--- config.mk ---
export PLATFORM = sky130hd
export DESIGN_NAME = cfe_top
export DESIGN_NICKNAME = d
export VERILOG_FILES = /design/src/inc/cfe_pkg.sv /design/src/inc/cfe_cond_if.sv /design/src/design/cfe_cond_eval.sv /design/src/design/cfe_top.sv
export SDC_FILE = /design/constraint.sdc
export NUM_CORES = 1
export LEC_CHECK = 0
export ABC_AREA = 1
export BUFFER_PORTS_ARGS = -buffer_cell sky130_fd_sc_hd__buf_2
export CAP_MARGIN = 25
export CORE_UTILIZATION = 53
export DETAILED_ROUTE_END_ITERATION = 10
export PLACE_DENSITY = 0.79
export SLEW_MARGIN = 20
export SYNTH_ARGS = -nofsm -noshare
export SYNTH_HDL_FRONTEND = slang
export SYNTH_HIERARCHICAL = 1
export SYNTH_SLANG_ARGS = --single-unit
--- constraint.sdc ---
create_clock -name clk_i -period 4.03 [get_ports clk_i]
set_input_delay 0.2015 -clock clk_i [delete_from_list [all_inputs] [get_ports clk_i]]
set_output_delay 0.2015 -clock clk_i [all_outputs]
set_load 0.02 [all_outputs]
--- src/inc/cfe_pkg.sv ---
package cfe_pkg;

   // ----------------------------------------------------------------
   // Register map and field layout
   // ----------------------------------------------------------------
   localparam int CFE_ADDR_W = 12;
   localparam logic [11:0] CFE_FLAGS_LIN_ADDR = 12'h0FC;
   localparam logic [7:0] CFE_FLAGS_SHORT_ADDR = 8'hFC;
   localparam logic [11:0] CFE_BRSTAT_ADDR = 12'h0F8;
   localparam logic [11:0] CFE_RESULT_ADDR = 12'h0F4;
   localparam logic [7:0] CFE_FLAGS_RST = 8'h00;
   localparam int CFE_C_BIT = 7;
   localparam int CFE_Z_BIT = 6;
   localparam int CFE_S_BIT = 5;
   localparam int CFE_V_BIT = 4;
   localparam int CFE_D_BIT = 3;
   localparam int CFE_H_BIT = 2;
   localparam int CFE_U1_BIT = 1;
   localparam int CFE_U2_BIT = 0;
   localparam logic [1:0] CFE_RESP_OKAY = 2'h0;
   localparam logic [1:0] CFE_RESP_DECERR = 2'h3;

   // ----------------------------------------------------------------
   // Decimal adjust constants and condition codes
   // ----------------------------------------------------------------
   localparam logic [7:0] CFE_DA_LO = 8'h06;
   localparam logic [7:0] CFE_DA_HI = 8'h60;
   localparam logic [7:0] CFE_DA_MAX = 8'h99;
   localparam logic [3:0] CFE_DA_NIB = 4'h9;
   localparam logic [3:0] CFE_CC_NEVER = 4'h0;
   localparam logic [3:0] CFE_CC_ALWAYS = 4'h8;

   typedef enum logic [4:0] {
      CFE_OP_ADD, CFE_OP_ADC, CFE_OP_SUB, CFE_OP_SBC, CFE_OP_CP,
      CFE_OP_AND, CFE_OP_OR, CFE_OP_XOR, CFE_OP_COM,
      CFE_OP_INC, CFE_OP_DEC,
      CFE_OP_RL, CFE_OP_RLC, CFE_OP_RR, CFE_OP_RRC, CFE_OP_SRA, CFE_OP_SRL,
      CFE_OP_DA, CFE_OP_CCF, CFE_OP_RCF, CFE_OP_SCF
   } cfe_op_type;

   // ----------------------------------------------------------------
   // Shared decoders
   // ----------------------------------------------------------------
   // Low three bits pick the test, top bit inverts it
   function automatic logic cfe_test(input logic [3:0] code, input logic [7:0] f);
      logic c;
      logic z;
      logic s;
      logic v;
      logic r;
      c = f[CFE_C_BIT];
      z = f[CFE_Z_BIT];
      s = f[CFE_S_BIT];
      v = f[CFE_V_BIT];
      case (code[2:0])
         3'h0: r = 1'b0;
         3'h1: r = s ^ v;
         3'h2: r = z | (s ^ v);
         3'h3: r = c | z;
         3'h4: r = v;
         3'h5: r = s;
         3'h6: r = z;
         3'h7: r = c;
         default: r = 1'b0;
      endcase
      return r ^ code[3];
   endfunction

   function automatic logic cfe_hits_flags(input logic [11:0] addr, input logic short_mode);
      return short_mode ? (addr[7:0] == CFE_FLAGS_SHORT_ADDR) : (addr == CFE_FLAGS_LIN_ADDR);
   endfunction

endpackage

--- src/inc/cfe_cond_if.sv ---
`timescale 1ns/1ps
interface cfe_cond_if;
   logic [7:0] flags;
   logic [3:0] code;
   logic rel;
   logic [15:0] target;
   logic [7:0] offset;
   logic [15:0] pc_next;
   logic taken;
   logic [15:0] pc_dest;
   modport eval (input flags, code, rel, target, offset, pc_next, output taken, pc_dest);
   modport user (output flags, code, rel, target, offset, pc_next, input taken, pc_dest);
endinterface

--- src/design/cfe_cond_eval.sv ---
`timescale 1ns/1ps
module cfe_cond_eval
   import cfe_pkg::*;
(
   cfe_cond_if.eval br
);
   always_comb begin
      br.taken = cfe_test(br.code, br.flags);
      if (!br.taken) begin
         br.pc_dest = br.pc_next;
      end else if (br.rel) begin
         br.pc_dest = br.pc_next + {{8{br.offset[7]}}, br.offset};
      end else begin
         br.pc_dest = br.target;
      end
   end
endmodule

--- src/design/cfe_top.sv ---
// Functional notes
// - Flags register at FCh short, 0FCh linear.
// - Carry flags carry/borrow out of bit 7.
// - Carry shifts through rotates and shifts.
// - Zero flag set when result is zero.
// - Decimal flag records add/subtract for adjust.
// - Half carry flags carry/borrow at bit 3.
// - User bits change only on explicit write.
// - Code 0 never true, code 8 always.
// - Four-bit test field selects one test.
// - Codes 4,5,6 test V, S, Z set.
// - Codes C,D,E test V, S, Z clear.
// - Codes 1,2: signed below, at most.
// - Codes 9,A: signed at least, above.
// - Codes 3,B: unsigned at most, above.
// - Codes 7,F: carry set, carry clear.
// - Branch taken only when test true.
//
// The AXI4-Lite register port was left to the implementer.
`timescale 1ns/1ps
module cfe_top
   import cfe_pkg::*;
(
   // Clock and reset
   input wire logic clk_i,
   input wire logic rst_i,
   // AXI4-Lite slave
   input wire logic s_axil_awvalid_i,
   output logic s_axil_awready_o,
   input wire logic [cfe_pkg::CFE_ADDR_W-1:0] s_axil_awaddr_i,
   input wire logic s_axil_wvalid_i,
   output logic s_axil_wready_o,
   input wire logic [31:0] s_axil_wdata_i,
   input wire logic [3:0] s_axil_wstrb_i,
   output logic s_axil_bvalid_o,
   input wire logic s_axil_bready_i,
   output logic [1:0] s_axil_bresp_o,
   input wire logic s_axil_arvalid_i,
   output logic s_axil_arready_o,
   input wire logic [cfe_pkg::CFE_ADDR_W-1:0] s_axil_araddr_i,
   output logic s_axil_rvalid_o,
   input wire logic s_axil_rready_i,
   output logic [31:0] s_axil_rdata_o,
   output logic [1:0] s_axil_rresp_o,
   // Datapath operation
   input wire logic alu_valid_i,
   input wire cfe_pkg::cfe_op_type alu_op_i,
   input wire logic [7:0] alu_a_i,
   input wire logic [7:0] alu_b_i,
   output logic [7:0] alu_result_o,
   output logic alu_result_valid_o,
   // Core register write port
   input wire logic core_wr_i,
   input wire logic core_short_i,
   input wire logic [cfe_pkg::CFE_ADDR_W-1:0] core_addr_i,
   input wire logic [7:0] core_wdata_i,
   output logic [7:0] flags_o,
   // Conditional branch
   input wire logic br_req_i,
   input wire logic br_rel_i,
   input wire logic [3:0] branch_test_field_i,
   input wire logic [15:0] br_target_i,
   input wire logic [7:0] br_offset_i,
   input wire logic [15:0] br_pc_next_i,
   output logic br_done_o,
   output logic br_taken_o,
   output logic [15:0] br_pc_o
);
   import cfe_pkg::*;

   logic [7:0] flags_ff;
   logic [7:0] nxt_flags;
   logic [7:0] alu_flags;
   logic [7:0] alu_res;
   logic alu_wr_res;
   logic [7:0] result_ff;
   logic result_valid_ff;
   logic awready_ff;
   logic wready_ff;
   logic aw_got_ff;
   logic w_got_ff;
   logic [11:0] awaddr_ff;
   logic [31:0] wdata_ff;
   logic [3:0] wstrb_ff;
   logic bvalid_ff;
   logic [1:0] bresp_ff;
   logic arready_ff;
   logic rvalid_ff;
   logic [31:0] rdata_ff;
   logic [1:0] rresp_ff;
   logic wr_fire;
   logic wr_known;
   logic axi_flag_wr;
   logic core_flag_wr;
   logic [31:0] rd_word;
   logic rd_known;
   logic br_done_ff;
   logic br_taken_ff;
   logic [15:0] br_pc_ff;
   logic [4:0] brstat_ff;

   // ----------------------------------------------------------------
   // Arithmetic and flag computation
   // ----------------------------------------------------------------
   always_comb begin
      logic [8:0] sum;
      logic [4:0] low;
      logic cin;
      logic c;
      logic [7:0] adj;
      sum = 9'h000;
      low = 5'h00;
      adj = 8'h00;
      c = flags_ff[CFE_C_BIT];
      cin = ((alu_op_i == CFE_OP_ADC) || (alu_op_i == CFE_OP_SBC)) ? c : 1'b0;
      alu_res = alu_a_i;
      alu_wr_res = 1'b1;
      alu_flags = flags_ff;
      case (alu_op_i)
         CFE_OP_ADD, CFE_OP_ADC: begin
            sum = {1'b0, alu_a_i} + {1'b0, alu_b_i} + {8'h00, cin};
            low = {1'b0, alu_a_i[3:0]} + {1'b0, alu_b_i[3:0]} + {4'h0, cin};
            alu_res = sum[7:0];
            alu_flags[CFE_C_BIT] = sum[8];
            alu_flags[CFE_H_BIT] = low[4];
            alu_flags[CFE_D_BIT] = 1'b0;
            alu_flags[CFE_V_BIT] = (alu_a_i[7] == alu_b_i[7]) && (sum[7] != alu_a_i[7]);
         end
         CFE_OP_SUB, CFE_OP_SBC, CFE_OP_CP: begin
            sum = {1'b0, alu_a_i} - {1'b0, alu_b_i} - {8'h00, cin};
            low = {1'b0, alu_a_i[3:0]} - {1'b0, alu_b_i[3:0]} - {4'h0, cin};
            alu_res = sum[7:0];
            alu_wr_res = (alu_op_i != CFE_OP_CP);
            alu_flags[CFE_C_BIT] = sum[8];
            alu_flags[CFE_H_BIT] = low[4];
            alu_flags[CFE_D_BIT] = 1'b1;
            alu_flags[CFE_V_BIT] = (alu_a_i[7] != alu_b_i[7]) && (sum[7] != alu_a_i[7]);
         end
         CFE_OP_AND, CFE_OP_OR, CFE_OP_XOR, CFE_OP_COM: begin
            case (alu_op_i)
               CFE_OP_AND: alu_res = alu_a_i & alu_b_i;
               CFE_OP_OR: alu_res = alu_a_i | alu_b_i;
               CFE_OP_XOR: alu_res = alu_a_i ^ alu_b_i;
               default: alu_res = ~alu_a_i;
            endcase
            alu_flags[CFE_V_BIT] = 1'b0;
         end
         CFE_OP_INC, CFE_OP_DEC: begin
            // Counters leave carry alone so loops can test it
            alu_res = (alu_op_i == CFE_OP_INC) ? alu_a_i + 8'h01 : alu_a_i - 8'h01;
            alu_flags[CFE_V_BIT] = (alu_op_i == CFE_OP_INC) ? (alu_res == 8'h80) : (alu_res == 8'h7F);
         end
         CFE_OP_RL, CFE_OP_RLC: begin
            alu_res = {alu_a_i[6:0], (alu_op_i == CFE_OP_RL) ? alu_a_i[7] : c};
            alu_flags[CFE_C_BIT] = alu_a_i[7];
            alu_flags[CFE_V_BIT] = alu_res[7] ^ alu_a_i[7];
         end
         CFE_OP_RR, CFE_OP_RRC, CFE_OP_SRA, CFE_OP_SRL: begin
            case (alu_op_i)
               CFE_OP_RR: alu_res = {alu_a_i[0], alu_a_i[7:1]};
               CFE_OP_RRC: alu_res = {c, alu_a_i[7:1]};
               CFE_OP_SRA: alu_res = {alu_a_i[7], alu_a_i[7:1]};
               default: alu_res = {1'b0, alu_a_i[7:1]};
            endcase
            alu_flags[CFE_C_BIT] = alu_a_i[0];
            alu_flags[CFE_V_BIT] = alu_res[7] ^ alu_a_i[7];
         end
         CFE_OP_DA: begin
            // Uses D and H left by the previous add or subtract
            if (flags_ff[CFE_H_BIT] || (alu_a_i[3:0] > CFE_DA_NIB)) begin
               adj = CFE_DA_LO;
            end
            if (c || (alu_a_i > CFE_DA_MAX)) begin
               adj = adj | CFE_DA_HI;
            end
            alu_res = flags_ff[CFE_D_BIT] ? alu_a_i - adj : alu_a_i + adj;
            alu_flags[CFE_C_BIT] = c | adj[6];
         end
         CFE_OP_CCF, CFE_OP_RCF, CFE_OP_SCF: begin
            alu_wr_res = 1'b0;
            case (alu_op_i)
               CFE_OP_CCF: alu_flags[CFE_C_BIT] = ~c;
               CFE_OP_RCF: alu_flags[CFE_C_BIT] = 1'b0;
               default: alu_flags[CFE_C_BIT] = 1'b1;
            endcase
         end
         default: alu_wr_res = 1'b0;
      endcase
      if (alu_op_i != CFE_OP_CCF && alu_op_i != CFE_OP_RCF && alu_op_i != CFE_OP_SCF) begin
         alu_flags[CFE_Z_BIT] = (alu_res == 8'h00);
         alu_flags[CFE_S_BIT] = alu_res[7];
      end
      alu_flags[CFE_U1_BIT] = flags_ff[CFE_U1_BIT];
      alu_flags[CFE_U2_BIT] = flags_ff[CFE_U2_BIT];
   end

   // ----------------------------------------------------------------
   // Flags register
   // ----------------------------------------------------------------
   assign core_flag_wr = core_wr_i && cfe_hits_flags(core_addr_i, core_short_i);
   assign axi_flag_wr = wr_fire && wstrb_ff[0] && cfe_hits_flags(awaddr_ff, 1'b0);

   always_comb begin
      nxt_flags = flags_ff;
      if (alu_valid_i) begin
         nxt_flags = alu_flags;
      end
      if (axi_flag_wr) begin
         nxt_flags = wdata_ff[7:0];
      end
      if (core_flag_wr) begin
         nxt_flags = core_wdata_i;
      end
   end

   // Reset value is a convenience only; software may not rely on it
   always_ff @(posedge clk_i) begin
      if (rst_i) begin
         flags_ff <= CFE_FLAGS_RST;
      end else begin
         flags_ff <= nxt_flags;
      end
   end

   always_ff @(posedge clk_i) begin
      if (rst_i) begin
         result_ff <= 8'h00;
         result_valid_ff <= 1'b0;
      end else begin
         result_valid_ff <= alu_valid_i && alu_wr_res;
         if (alu_valid_i && alu_wr_res) begin
            result_ff <= alu_res;
         end
      end
   end

   // ----------------------------------------------------------------
   // Conditional branch
   // ----------------------------------------------------------------
   cfe_cond_if cond_bus ();

   assign cond_bus.flags = flags_ff;
   assign cond_bus.code = branch_test_field_i;
   assign cond_bus.rel = br_rel_i;
   assign cond_bus.target = br_target_i;
   assign cond_bus.offset = br_offset_i;
   assign cond_bus.pc_next = br_pc_next_i;

   cfe_cond_eval u_eval (
      .br(cond_bus.eval)
   );

   always_ff @(posedge clk_i) begin
      if (rst_i) begin
         br_done_ff <= 1'b0;
         br_taken_ff <= 1'b0;
         br_pc_ff <= 16'h0000;
         brstat_ff <= 5'h00;
      end else begin
         br_done_ff <= br_req_i;
         if (br_req_i) begin
            br_taken_ff <= cond_bus.taken;
            br_pc_ff <= cond_bus.pc_dest;
            brstat_ff <= {cond_bus.taken, branch_test_field_i};
         end
      end
   end

   // ----------------------------------------------------------------
   // AXI4-Lite write channel
   // ----------------------------------------------------------------
   assign wr_fire = aw_got_ff && w_got_ff && !bvalid_ff;
   assign wr_known = (awaddr_ff == CFE_FLAGS_LIN_ADDR) || (awaddr_ff == CFE_BRSTAT_ADDR) ||
                     (awaddr_ff == CFE_RESULT_ADDR);

   always_ff @(posedge clk_i) begin
      if (rst_i) begin
         awready_ff <= 1'b1;
         wready_ff <= 1'b1;
         aw_got_ff <= 1'b0;
         w_got_ff <= 1'b0;
         awaddr_ff <= 12'h000;
         wdata_ff <= 32'h00000000;
         wstrb_ff <= 4'h0;
         bvalid_ff <= 1'b0;
         bresp_ff <= CFE_RESP_OKAY;
      end else begin
         if (s_axil_awvalid_i && awready_ff) begin
            awready_ff <= 1'b0;
            aw_got_ff <= 1'b1;
            awaddr_ff <= s_axil_awaddr_i;
         end
         if (s_axil_wvalid_i && wready_ff) begin
            wready_ff <= 1'b0;
            w_got_ff <= 1'b1;
            wdata_ff <= s_axil_wdata_i;
            wstrb_ff <= s_axil_wstrb_i;
         end
         if (wr_fire) begin
            aw_got_ff <= 1'b0;
            w_got_ff <= 1'b0;
            bvalid_ff <= 1'b1;
            bresp_ff <= wr_known ? CFE_RESP_OKAY : CFE_RESP_DECERR;
         end else if (bvalid_ff && s_axil_bready_i) begin
            bvalid_ff <= 1'b0;
            awready_ff <= 1'b1;
            wready_ff <= 1'b1;
         end
      end
   end

   // ----------------------------------------------------------------
   // AXI4-Lite read channel
   // ----------------------------------------------------------------
   always_comb begin
      rd_word = 32'h00000000;
      rd_known = 1'b1;
      case (s_axil_araddr_i)
         CFE_FLAGS_LIN_ADDR: rd_word = {24'h000000, flags_ff};
         CFE_BRSTAT_ADDR: rd_word = {27'h0000000, brstat_ff};
         CFE_RESULT_ADDR: rd_word = {24'h000000, result_ff};
         default: rd_known = 1'b0;
      endcase
   end

   always_ff @(posedge clk_i) begin
      if (rst_i) begin
         arready_ff <= 1'b1;
         rvalid_ff <= 1'b0;
         rdata_ff <= 32'h00000000;
         rresp_ff <= CFE_RESP_OKAY;
      end else if (s_axil_arvalid_i && arready_ff) begin
         arready_ff <= 1'b0;
         rvalid_ff <= 1'b1;
         rdata_ff <= rd_word;
         rresp_ff <= rd_known ? CFE_RESP_OKAY : CFE_RESP_DECERR;
      end else if (rvalid_ff && s_axil_rready_i) begin
         rvalid_ff <= 1'b0;
         arready_ff <= 1'b1;
      end
   end

   // ----------------------------------------------------------------
   // Outputs
   // ----------------------------------------------------------------
   assign s_axil_awready_o = awready_ff;
   assign s_axil_wready_o = wready_ff;
   assign s_axil_bvalid_o = bvalid_ff;
   assign s_axil_bresp_o = bresp_ff;
   assign s_axil_arready_o = arready_ff;
   assign s_axil_rvalid_o = rvalid_ff;
   assign s_axil_rdata_o = rdata_ff;
   assign s_axil_rresp_o = rresp_ff;
   assign alu_result_o = result_ff;
   assign alu_result_valid_o = result_valid_ff;
   assign flags_o = flags_ff;
   assign br_done_o = br_done_ff;
   assign br_taken_o = br_taken_ff;
   assign br_pc_o = br_pc_ff;

   // ----------------------------------------------------------------
   // Assertions
   // ----------------------------------------------------------------
   logic [8:0] exp_add;
   logic [4:0] exp_add_low;
   logic exp_ovf;
   logic plain_add;
   logic any_wr;
   logic [7:0] exp_tests;
   logic exp_take;

   assign exp_add = {1'b0, alu_a_i} + {1'b0, alu_b_i};
   assign exp_add_low = {1'b0, alu_a_i[3:0]} + {1'b0, alu_b_i[3:0]};
   assign exp_ovf = (alu_a_i[7] == alu_b_i[7]) && (exp_add[7] != alu_a_i[7]);
   assign any_wr = core_flag_wr || axi_flag_wr;
   assign plain_add = alu_valid_i && (alu_op_i == CFE_OP_ADD) && !any_wr;
   // Written apart from the shared decoder so a slip in it shows up here
   assign exp_tests = {flags_ff[CFE_C_BIT], flags_ff[CFE_Z_BIT], flags_ff[CFE_S_BIT], flags_ff[CFE_V_BIT],
                       flags_ff[CFE_C_BIT] | flags_ff[CFE_Z_BIT],
                       flags_ff[CFE_Z_BIT] | (flags_ff[CFE_S_BIT] ^ flags_ff[CFE_V_BIT]),
                       flags_ff[CFE_S_BIT] ^ flags_ff[CFE_V_BIT], 1'b0};
   assign exp_take = exp_tests[branch_test_field_i[2:0]] ^ branch_test_field_i[3];
endmodule

==> parameters.txt, run 1 <==
Parameter                              Value

Detailed routing
  Drt wl/cell ... 14.0 um
  Met3 wire len ... 1970 um
  Initial drt markers ... 723
  Post-route DRC ... 0
  Total length of routed wires ... 22900 um
  Number of routed nets with antenna violations ... 0
  1st-pass router iterations ... 7
  Via density per instance ... 5.28
  Highest metal used ... met4
  Metal1 wirelength ... 9720 um
  Vias after detailed routing ... 8629
  Detailed-routed wire length on met2 ... 10300 um

Pwr
  Sum of internal, switching and leakage power ... 2.52 mW
  Net switching component of the power ... 962 uW
  Gate power share ... 36.7%
  Pwr dens ... 286 nW/um2
  Sequential share of power ... 33.8%
  Sw frac ... 38.2%
  Internal Pwr Total ... 1.55 mW
  Leakage power summed over all cells ... 4.86 nW
  Maximum vdd ir drop ... 0.000337 V
  Proportion of power drawn by the clock network ... 29.6%

Floorplanning
  Number of top-level pins ... 233
  Standard-cell row count ... 43
  Die outline area ... 14800 um2
  Core region area ... 13900 um2
  Die height ... 122 um
  Initial standard-cell utilization of the core ... 54.5%
  Die Wd ... 122 um

Setup path
  Beginning of the critical path ... alu_a_i[1]
  Type of the worst setup path ... in -> reg
  Kind of end point of the critical path ... flip-flop
  Largest fanout of any net on the critical path ... 12
  Arr. time, crit path ... 3530 ps
  Data required time at the worst endpoint ... 4300 ps
  Startpoint class of the critical path ... primary input
  Critical register-to-register path startpoint ... flags_o[7]

Timing
  Setup violations, final ... 0
  Max-Slew Margin vs Limit ... 56.3%
  Unrepaired setup endpoints after global routing ... no
  Max-slew violations ... 0
  Count of endpoints failing hold in the final timing report ... 0
  Skew final ... 7.38 ps
  Part of the cycle the worst path needs ... 80.9%
  Post-route setup TNS ... 0 ps
  Slew of the pin with the lowest slew margin ... 655 ps
  Min cycle time layout ... 3260 ps
  Maximum achievable frequency ... 307 MHz

Outcome
  Outcome ... completed

Global route
  Number of antenna violations at the first check in global routing ... 0
  Wire length of the first global-routing pass ... 36500 um
  Number of global-route vias before repair ... 7651
  Leftover overflow at the end of global routing ... 0
  Maximum number of pins on one net before global-route repair ... 51
  All-Layer GR Usage ... 31.1%

Clocking
  Buffer depth of the longest clock path ... 2
  H-Tree Depth ... 3
  Hold-fix buffer count after cts ... 0
  Clock root buffer ... sky130_fd_sc_hd__clkbuf_16
  CTS buffer count ... 9
  Number of post-CTS setup repair buffers ... 0
  Clock latency on the worst-skew pair ... 330 ps
  Number of clock sinks ... 77
  TritonCTS clock tree ... built
  Count of instances resized after the clock tree is built ... 0
  Clock transition at the registers of the reported paths ... 60 ps

Finish
  Layout cells sized above 1 ... 16.4%
  Count of inserted antenna diode cells ... 0
  Signed area change from the synthesized netlist to the final layout ... 15.6%
  Nets ... 1673

Placement
  Count of input and output buffers ... 181
  HPWL after DPL ... 18400 um
  Routability congestion estimate from global placement ... 0.972

Yosys
  #FFs+latches synth ... 77
  Sequential fraction of the synthesis area ... 20.3%
  Post-synthesis cell type count ... 46
  Count of flip-flops with a built-in enable after synthesis ... 0
  Post-synthesis area per instance ... 5.92 um2
  Fraction of synthesis flops using an asynchronous set or reset pin ... 0%
  Warnings from Yosys ... 6
  Most used flip-flop cell after synthesis ... sky130_fd_sc_hd__dfxtp_1
  Number of cells produced by synthesis ... 1284
  Cell area after technology mapping ... 7600 um2

Worst hold path
  HP Class ... in -> reg
  Hold path startpoint ... s_axil_wvalid_i

Job
  Max Cap Viol ... 0
Yosys cell counts (12+ instances only):
cell / number / area share [%]
sky130_fd_sc_hd__buf_4: 30 / 3.0
sky130_fd_sc_hd__dfxtp_1: 77 / 20
sky130_fd_sc_hd__nor2_1: 160 / 7.9
sky130_fd_sc_hd__ha_1: 62 / 10
sky130_fd_sc_hd__a21oi_1: 71 / 4.7
sky130_fd_sc_hd__o21ai_0: 84 / 5.5
sky130_fd_sc_hd__inv_1: 170 / 8.4
sky130_fd_sc_hd__clkbuf_1: 18 / 0.89
sky130_fd_sc_hd__nand3_1: 108 / 7.1
sky130_fd_sc_hd__nand4_1: 16 / 1.3
sky130_fd_sc_hd__nand2_1: 355 / 18
sky130_fd_sc_hd__nor3_1: 12 / 0.79
cells by family (layout without fill, tap and decap cells):
kind of cell,after synthesis,after routing,synth area share [%]
other,1,24,0.0493
AO/OA/AOI/OAI,191,191,13.7
flip-flops,77,77,20.3
AND/OR/NAND/NOR,697,697,39.2
XOR/XNOR,14,14,1.61
adder cells (fa/ha/maj),68,68,11.8
buffers and inverters,236,382,13.4
path summary, 6_finish.rpt:
check               endpoint  slack (ps)  cells after the start
min          s_axil_wready_o          60                      2
max reg2reg       flags_o[6]         890                     20
max               flags_o[6]         770                     24
min reg2reg     awaddr_ff[7]         450                      2
power groups by stage:
stage	clock [mW]	combinational, mW	sequential (mW)
finish	0.744	0.923	0.849
detailed placement	0	0.907	0.863
CTS	0.750	0.912	0.848
global placement	0	0.893	0.862
floorplan	0	0.620	0.898
global route	0.779	1.05	0.855
final cells by class:
| type | instances | area [um2] |
|---|---|---|
| well taps | 180 | 225 |
| multi-input cells | 994 | 5130 |
| inverters | 181 | 679 |
| clock buffers | 9 | 225 |
| clock inverters | 7 | 51.3 |
| fillers | 1386 | 5150 |
| flip-flops and latches | 77 | 1540 |
| repair buffers | 185 | 936 |
worst max-delay path: stages:
cell                       delay (ps)
sky130_fd_sc_hd__buf_2            250
sky130_fd_sc_hd__inv_1            230
sky130_fd_sc_hd__ha_1             230
sky130_fd_sc_hd__o21ai_0          150
sky130_fd_sc_hd__nand2_1           80
sky130_fd_sc_hd__o211ai_1         170
sky130_fd_sc_hd__a21oi_1          160
sky130_fd_sc_hd__ha_1             320
sky130_fd_sc_hd__nand2_1           70
sky130_fd_sc_hd__nand2_1           50
sky130_fd_sc_hd__ha_1             350
sky130_fd_sc_hd__nand2_1           90
sky130_fd_sc_hd__or2_2            310
sky130_fd_sc_hd__nand3_1           70
sky130_fd_sc_hd__nand2_1           50
sky130_fd_sc_hd__nand3_1           80
sky130_fd_sc_hd__nand2_1           50
sky130_fd_sc_hd__nor2_1           100
sky130_fd_sc_hd__nand3_1          110
sky130_fd_sc_hd__nor2_1           130
sky130_fd_sc_hd__nand2_1           60
sky130_fd_sc_hd__nand2_1           60
sky130_fd_sc_hd__nand2_1           50
sky130_fd_sc_hd__a21oi_1          100
cell usage in the layout, fill, tap and decap left out, drive strengths merged:
cell,count
conb,24
o22ai,7
and3,1
o221ai,2
xor2,10
clkinv,7
a21o,1
or2,11
clkinvlp,1
a21oi,71
o21a,1
a41oi,1
buf,185
o41ai,1
o21ai,89
clkbuf,9
nor3,14
and2,3
nand4,16
a211oi,4
o21bai,2
fa,6
o211ai,10
ha,62
a31oi,2
nor2,167
nand3b,7
xnor2,4
nand3,112
nor4,6
nand2,360
inv,180
dfxtp,77
flip-flops by register name (all words and copies together) (netlist names), 4 cells and up:
register / count
wdata_ff: 8
brstat_ff: 4
alu_result_o: 8
awaddr_ff: 12
flags_o: 8
s_axil_rdata_o: 8
br_pc_o: 16
per-stage QoR:
step	hold WS, ps	cell area (um2)	cells	utilization, %	setup WS [ps]
floorplan	302	7690	1307	-	899
global placement	397	8510	1617	61.1	565
detailed placement	417	8510	1617	61.1	418
CTS	53.5	8780	1633	63.0	782
global route	66.4	8780	1633	63.0	315
finish	61.6	8780	1633	63.0	771
routing by layer:
layer,up-vias,global-route usage [%]
met4,0,13.6
li1,4392,-
met2,342,49.9
met3,61,6.09
met5,-,0
met1,3834,40.3
(Power assumes the default switching activity.)
==> run 2, diff against run 1 <==
==> constraint.sdc (replaced) <==
create_clock -name clk_i -period 3.07 [get_ports clk_i]
set_input_delay 0.1535 -clock clk_i [delete_from_list [all_inputs] [get_ports clk_i]]
set_output_delay 0.1535 -clock clk_i [all_outputs]
set_load 0.02 [all_outputs]
==> parameters.txt, run 2 (synthesized netlist as in run 1, its figures left out) <==
Parameter                              Value

Outcome
  Outcome ... completed

Global route
  Number of antenna violations at the first check in global routing ... 0
  Wire length of the first global-routing pass ... 37000 um
  M2 GR Usage ... 52.1%
  All-Layer GR Usage ... 31.5%
  Maximum number of pins on one net before global-route repair ... 30
  Met3 global-route usage ... 4.96%
  Number of global-route vias before repair ... 7993
  Leftover overflow at the end of global routing ... 0
  Busiest grt layer ... met2
  Routing usage on met1 ... 39.8%

Finish
  Layout cells sized above 1 ... 19.0%
  Max reg flops ... 16
  Commonest non-fill, non-tap cell in the layout ... sky130_fd_sc_hd__nand2_1
  Most frequent cells in the layout ... sky130_fd_sc_hd__nand2_1 (354), sky130_fd_sc_hd__buf_2 (181), sky130_fd_sc_hd__inv_1 (166), sky130_fd_sc_hd__nor2_1 (159), sky130_fd_sc_hd__nand3_1 (105)
  Signed area change from the synthesized netlist to the final layout ... 19.7%
  Nets ... 1702
  Count of inserted antenna diode cells ... 0

Pwr
  Leakage power summed over all cells ... 5.03 nW
  Pwr dens ... 390 nW/um2
  Maximum vdd ir drop ... 0.000395 V

Clocking
  Number of post-CTS setup repair buffers ... 0
  Buffer depth of the longest clock path ... 2
  CTS buffer count ... 9
  Clock root buffer ... sky130_fd_sc_hd__clkbuf_16
  Clock latency on the worst-skew pair ... 340 ps
  Number of clock sinks ... 77
  Clock transition at the registers of the reported paths ... 60 ps
  H-Tree Depth ... 3
  TritonCTS clock tree ... built

Timing
  Min cycle time layout ... 2970 ps
  Max-slew violations ... 0
  Count of endpoints failing hold in the final timing report ... 0
  Unrepaired setup endpoints after global routing ... yes
  Max-Slew Margin vs Limit ... 49.3%
  Maximum achievable frequency ... 337 MHz
  Skew final ... 6.29 ps
  Part of the cycle the worst path needs ... 96.6%
  Post-route setup TNS ... 0 ps
  Setup violations, final ... 0
  Worst Hold Margin ... 7.05 ps
  Slew of the pin with the lowest slew margin ... 754 ps
  Worst Slack Setup Final ... 103 ps

Setup path
  Kind of end point of the critical path ... flip-flop
  Type of the worst setup path ... reg -> reg
  Largest fanout of any net on the critical path ... 2
  Data required time at the worst endpoint ... 3340 ps
  Worst R2R Path Depth ... 20
  Startpoint class of the critical path ... flip-flop
  Arr. time, crit path ... 3240 ps

Detailed routing
  1st-pass router iterations ... 5
  Number of routed nets with antenna violations ... 0
  Via density per instance ... 5.32
  Post-route DRC ... 0
  Initial drt markers ... 697
  Drt wl/cell ... 14.1 um
  Total length of routed wires ... 23400 um
  Vias after detailed routing ... 8842

Floorplanning
  Die Wd ... 122 um
  Standard-cell row count ... 43
  Number of top-level pins ... 233
  Initial standard-cell utilization of the core ... 54.5%
  Die height ... 122 um
  Core region area ... 13900 um2
  Die outline area ... 14800 um2

Job
  Max Cap Viol ... 0

Placement
  Routability congestion estimate from global placement ... 0.958
  Count of input and output buffers ... 181
  Worst slack after detailed placement ... -122 ps
  HPWL after DPL ... 18800 um

Worst hold path
  HP Class ... in -> reg
  Hold depth ... 2
[run 2: cell count changes in the layout (fill, tap and decap cells not counted), sizes merged]
cell,change
buf,+29
bufinv,+2
clkinv,-4
clkinvlp,+1
inv,+1
[run 2: routing by layer]
metal / part of all wire [%] / vias up
li1: - / 4457
met1: 42 / 3939
met2: 45 / 370
met3: 7.8 / 76
met4: 4.6 / 0
met5: 0 / -
[run 2: critical path: stages (launching register included)]
cell,delay (ps)
sky130_fd_sc_hd__dfxtp_2,330
sky130_fd_sc_hd__inv_2,50
sky130_fd_sc_hd__nor4_4,190
sky130_fd_sc_hd__buf_4,200
sky130_fd_sc_hd__inv_2,40
sky130_fd_sc_hd__fa_2,410
sky130_fd_sc_hd__inv_2,80
sky130_fd_sc_hd__fa_2,210
sky130_fd_sc_hd__inv_2,50
sky130_fd_sc_hd__nand4_1,90
sky130_fd_sc_hd__nand3_1,100
sky130_fd_sc_hd__or2_2,280
sky130_fd_sc_hd__nand3_1,80
sky130_fd_sc_hd__nand2_1,90
sky130_fd_sc_hd__nor2_1,170
sky130_fd_sc_hd__nand3_1,150
sky130_fd_sc_hd__nor2_1,120
sky130_fd_sc_hd__nand2_1,60
sky130_fd_sc_hd__nand2_1,50
sky130_fd_sc_hd__nand2_1,60
sky130_fd_sc_hd__a21oi_2,100
[run 2: cell type report]
type	instances	area, um2
clock inverters	7	97.6
fillers	1388	4840
flip-flops and latches	77	1540
clock buffers	9	225
repair buffers	214	1150
inverters	181	679
multi-input cells	994	5170
well taps	180	225
[run 2: path summary, 6_finish.rpt]
kind	startpoint	endpoint	slack [ps]
max	flags_o[7]	flags_o[6]	100
min	s_axil_wvalid_i	s_axil_wready_o	7
max reg2reg	flags_o[7]	flags_o[6]	100
min reg2reg	awaddr_ff[9]	awaddr_ff[9]	450
[run 2: stage by stage]
stage          instance area (um2)  power, mW  instances  utilization, %
2_1_floorplan                 7690       1.99       1307               -
3_3_place_gp                  8730       2.36       1646            62.6
3_5_place_dp                  8730       2.38       1646            62.6
4_1_cts                       9060       3.52       1662            65.0
5_1_grt                       9100       3.76       1662            65.3
6_report                      9100       3.54       1662            65.3
[run 2: repair_timing]
action                                  in CTS  in global routing
gates resized for setup                      2                 14
hold buffers                                 0                  0
endpoints found under the setup margin       6                  9
pin swaps                                    0                 11
[run 2: power breakdown]
part,internal [mW],switching [mW],leakage [nW]
Combinational,0.471,0.813,4.24
Sequential,1.07,0.0440,0.635
Clock,0.716,0.430,0.152
Total,2.26,1.29,5.03
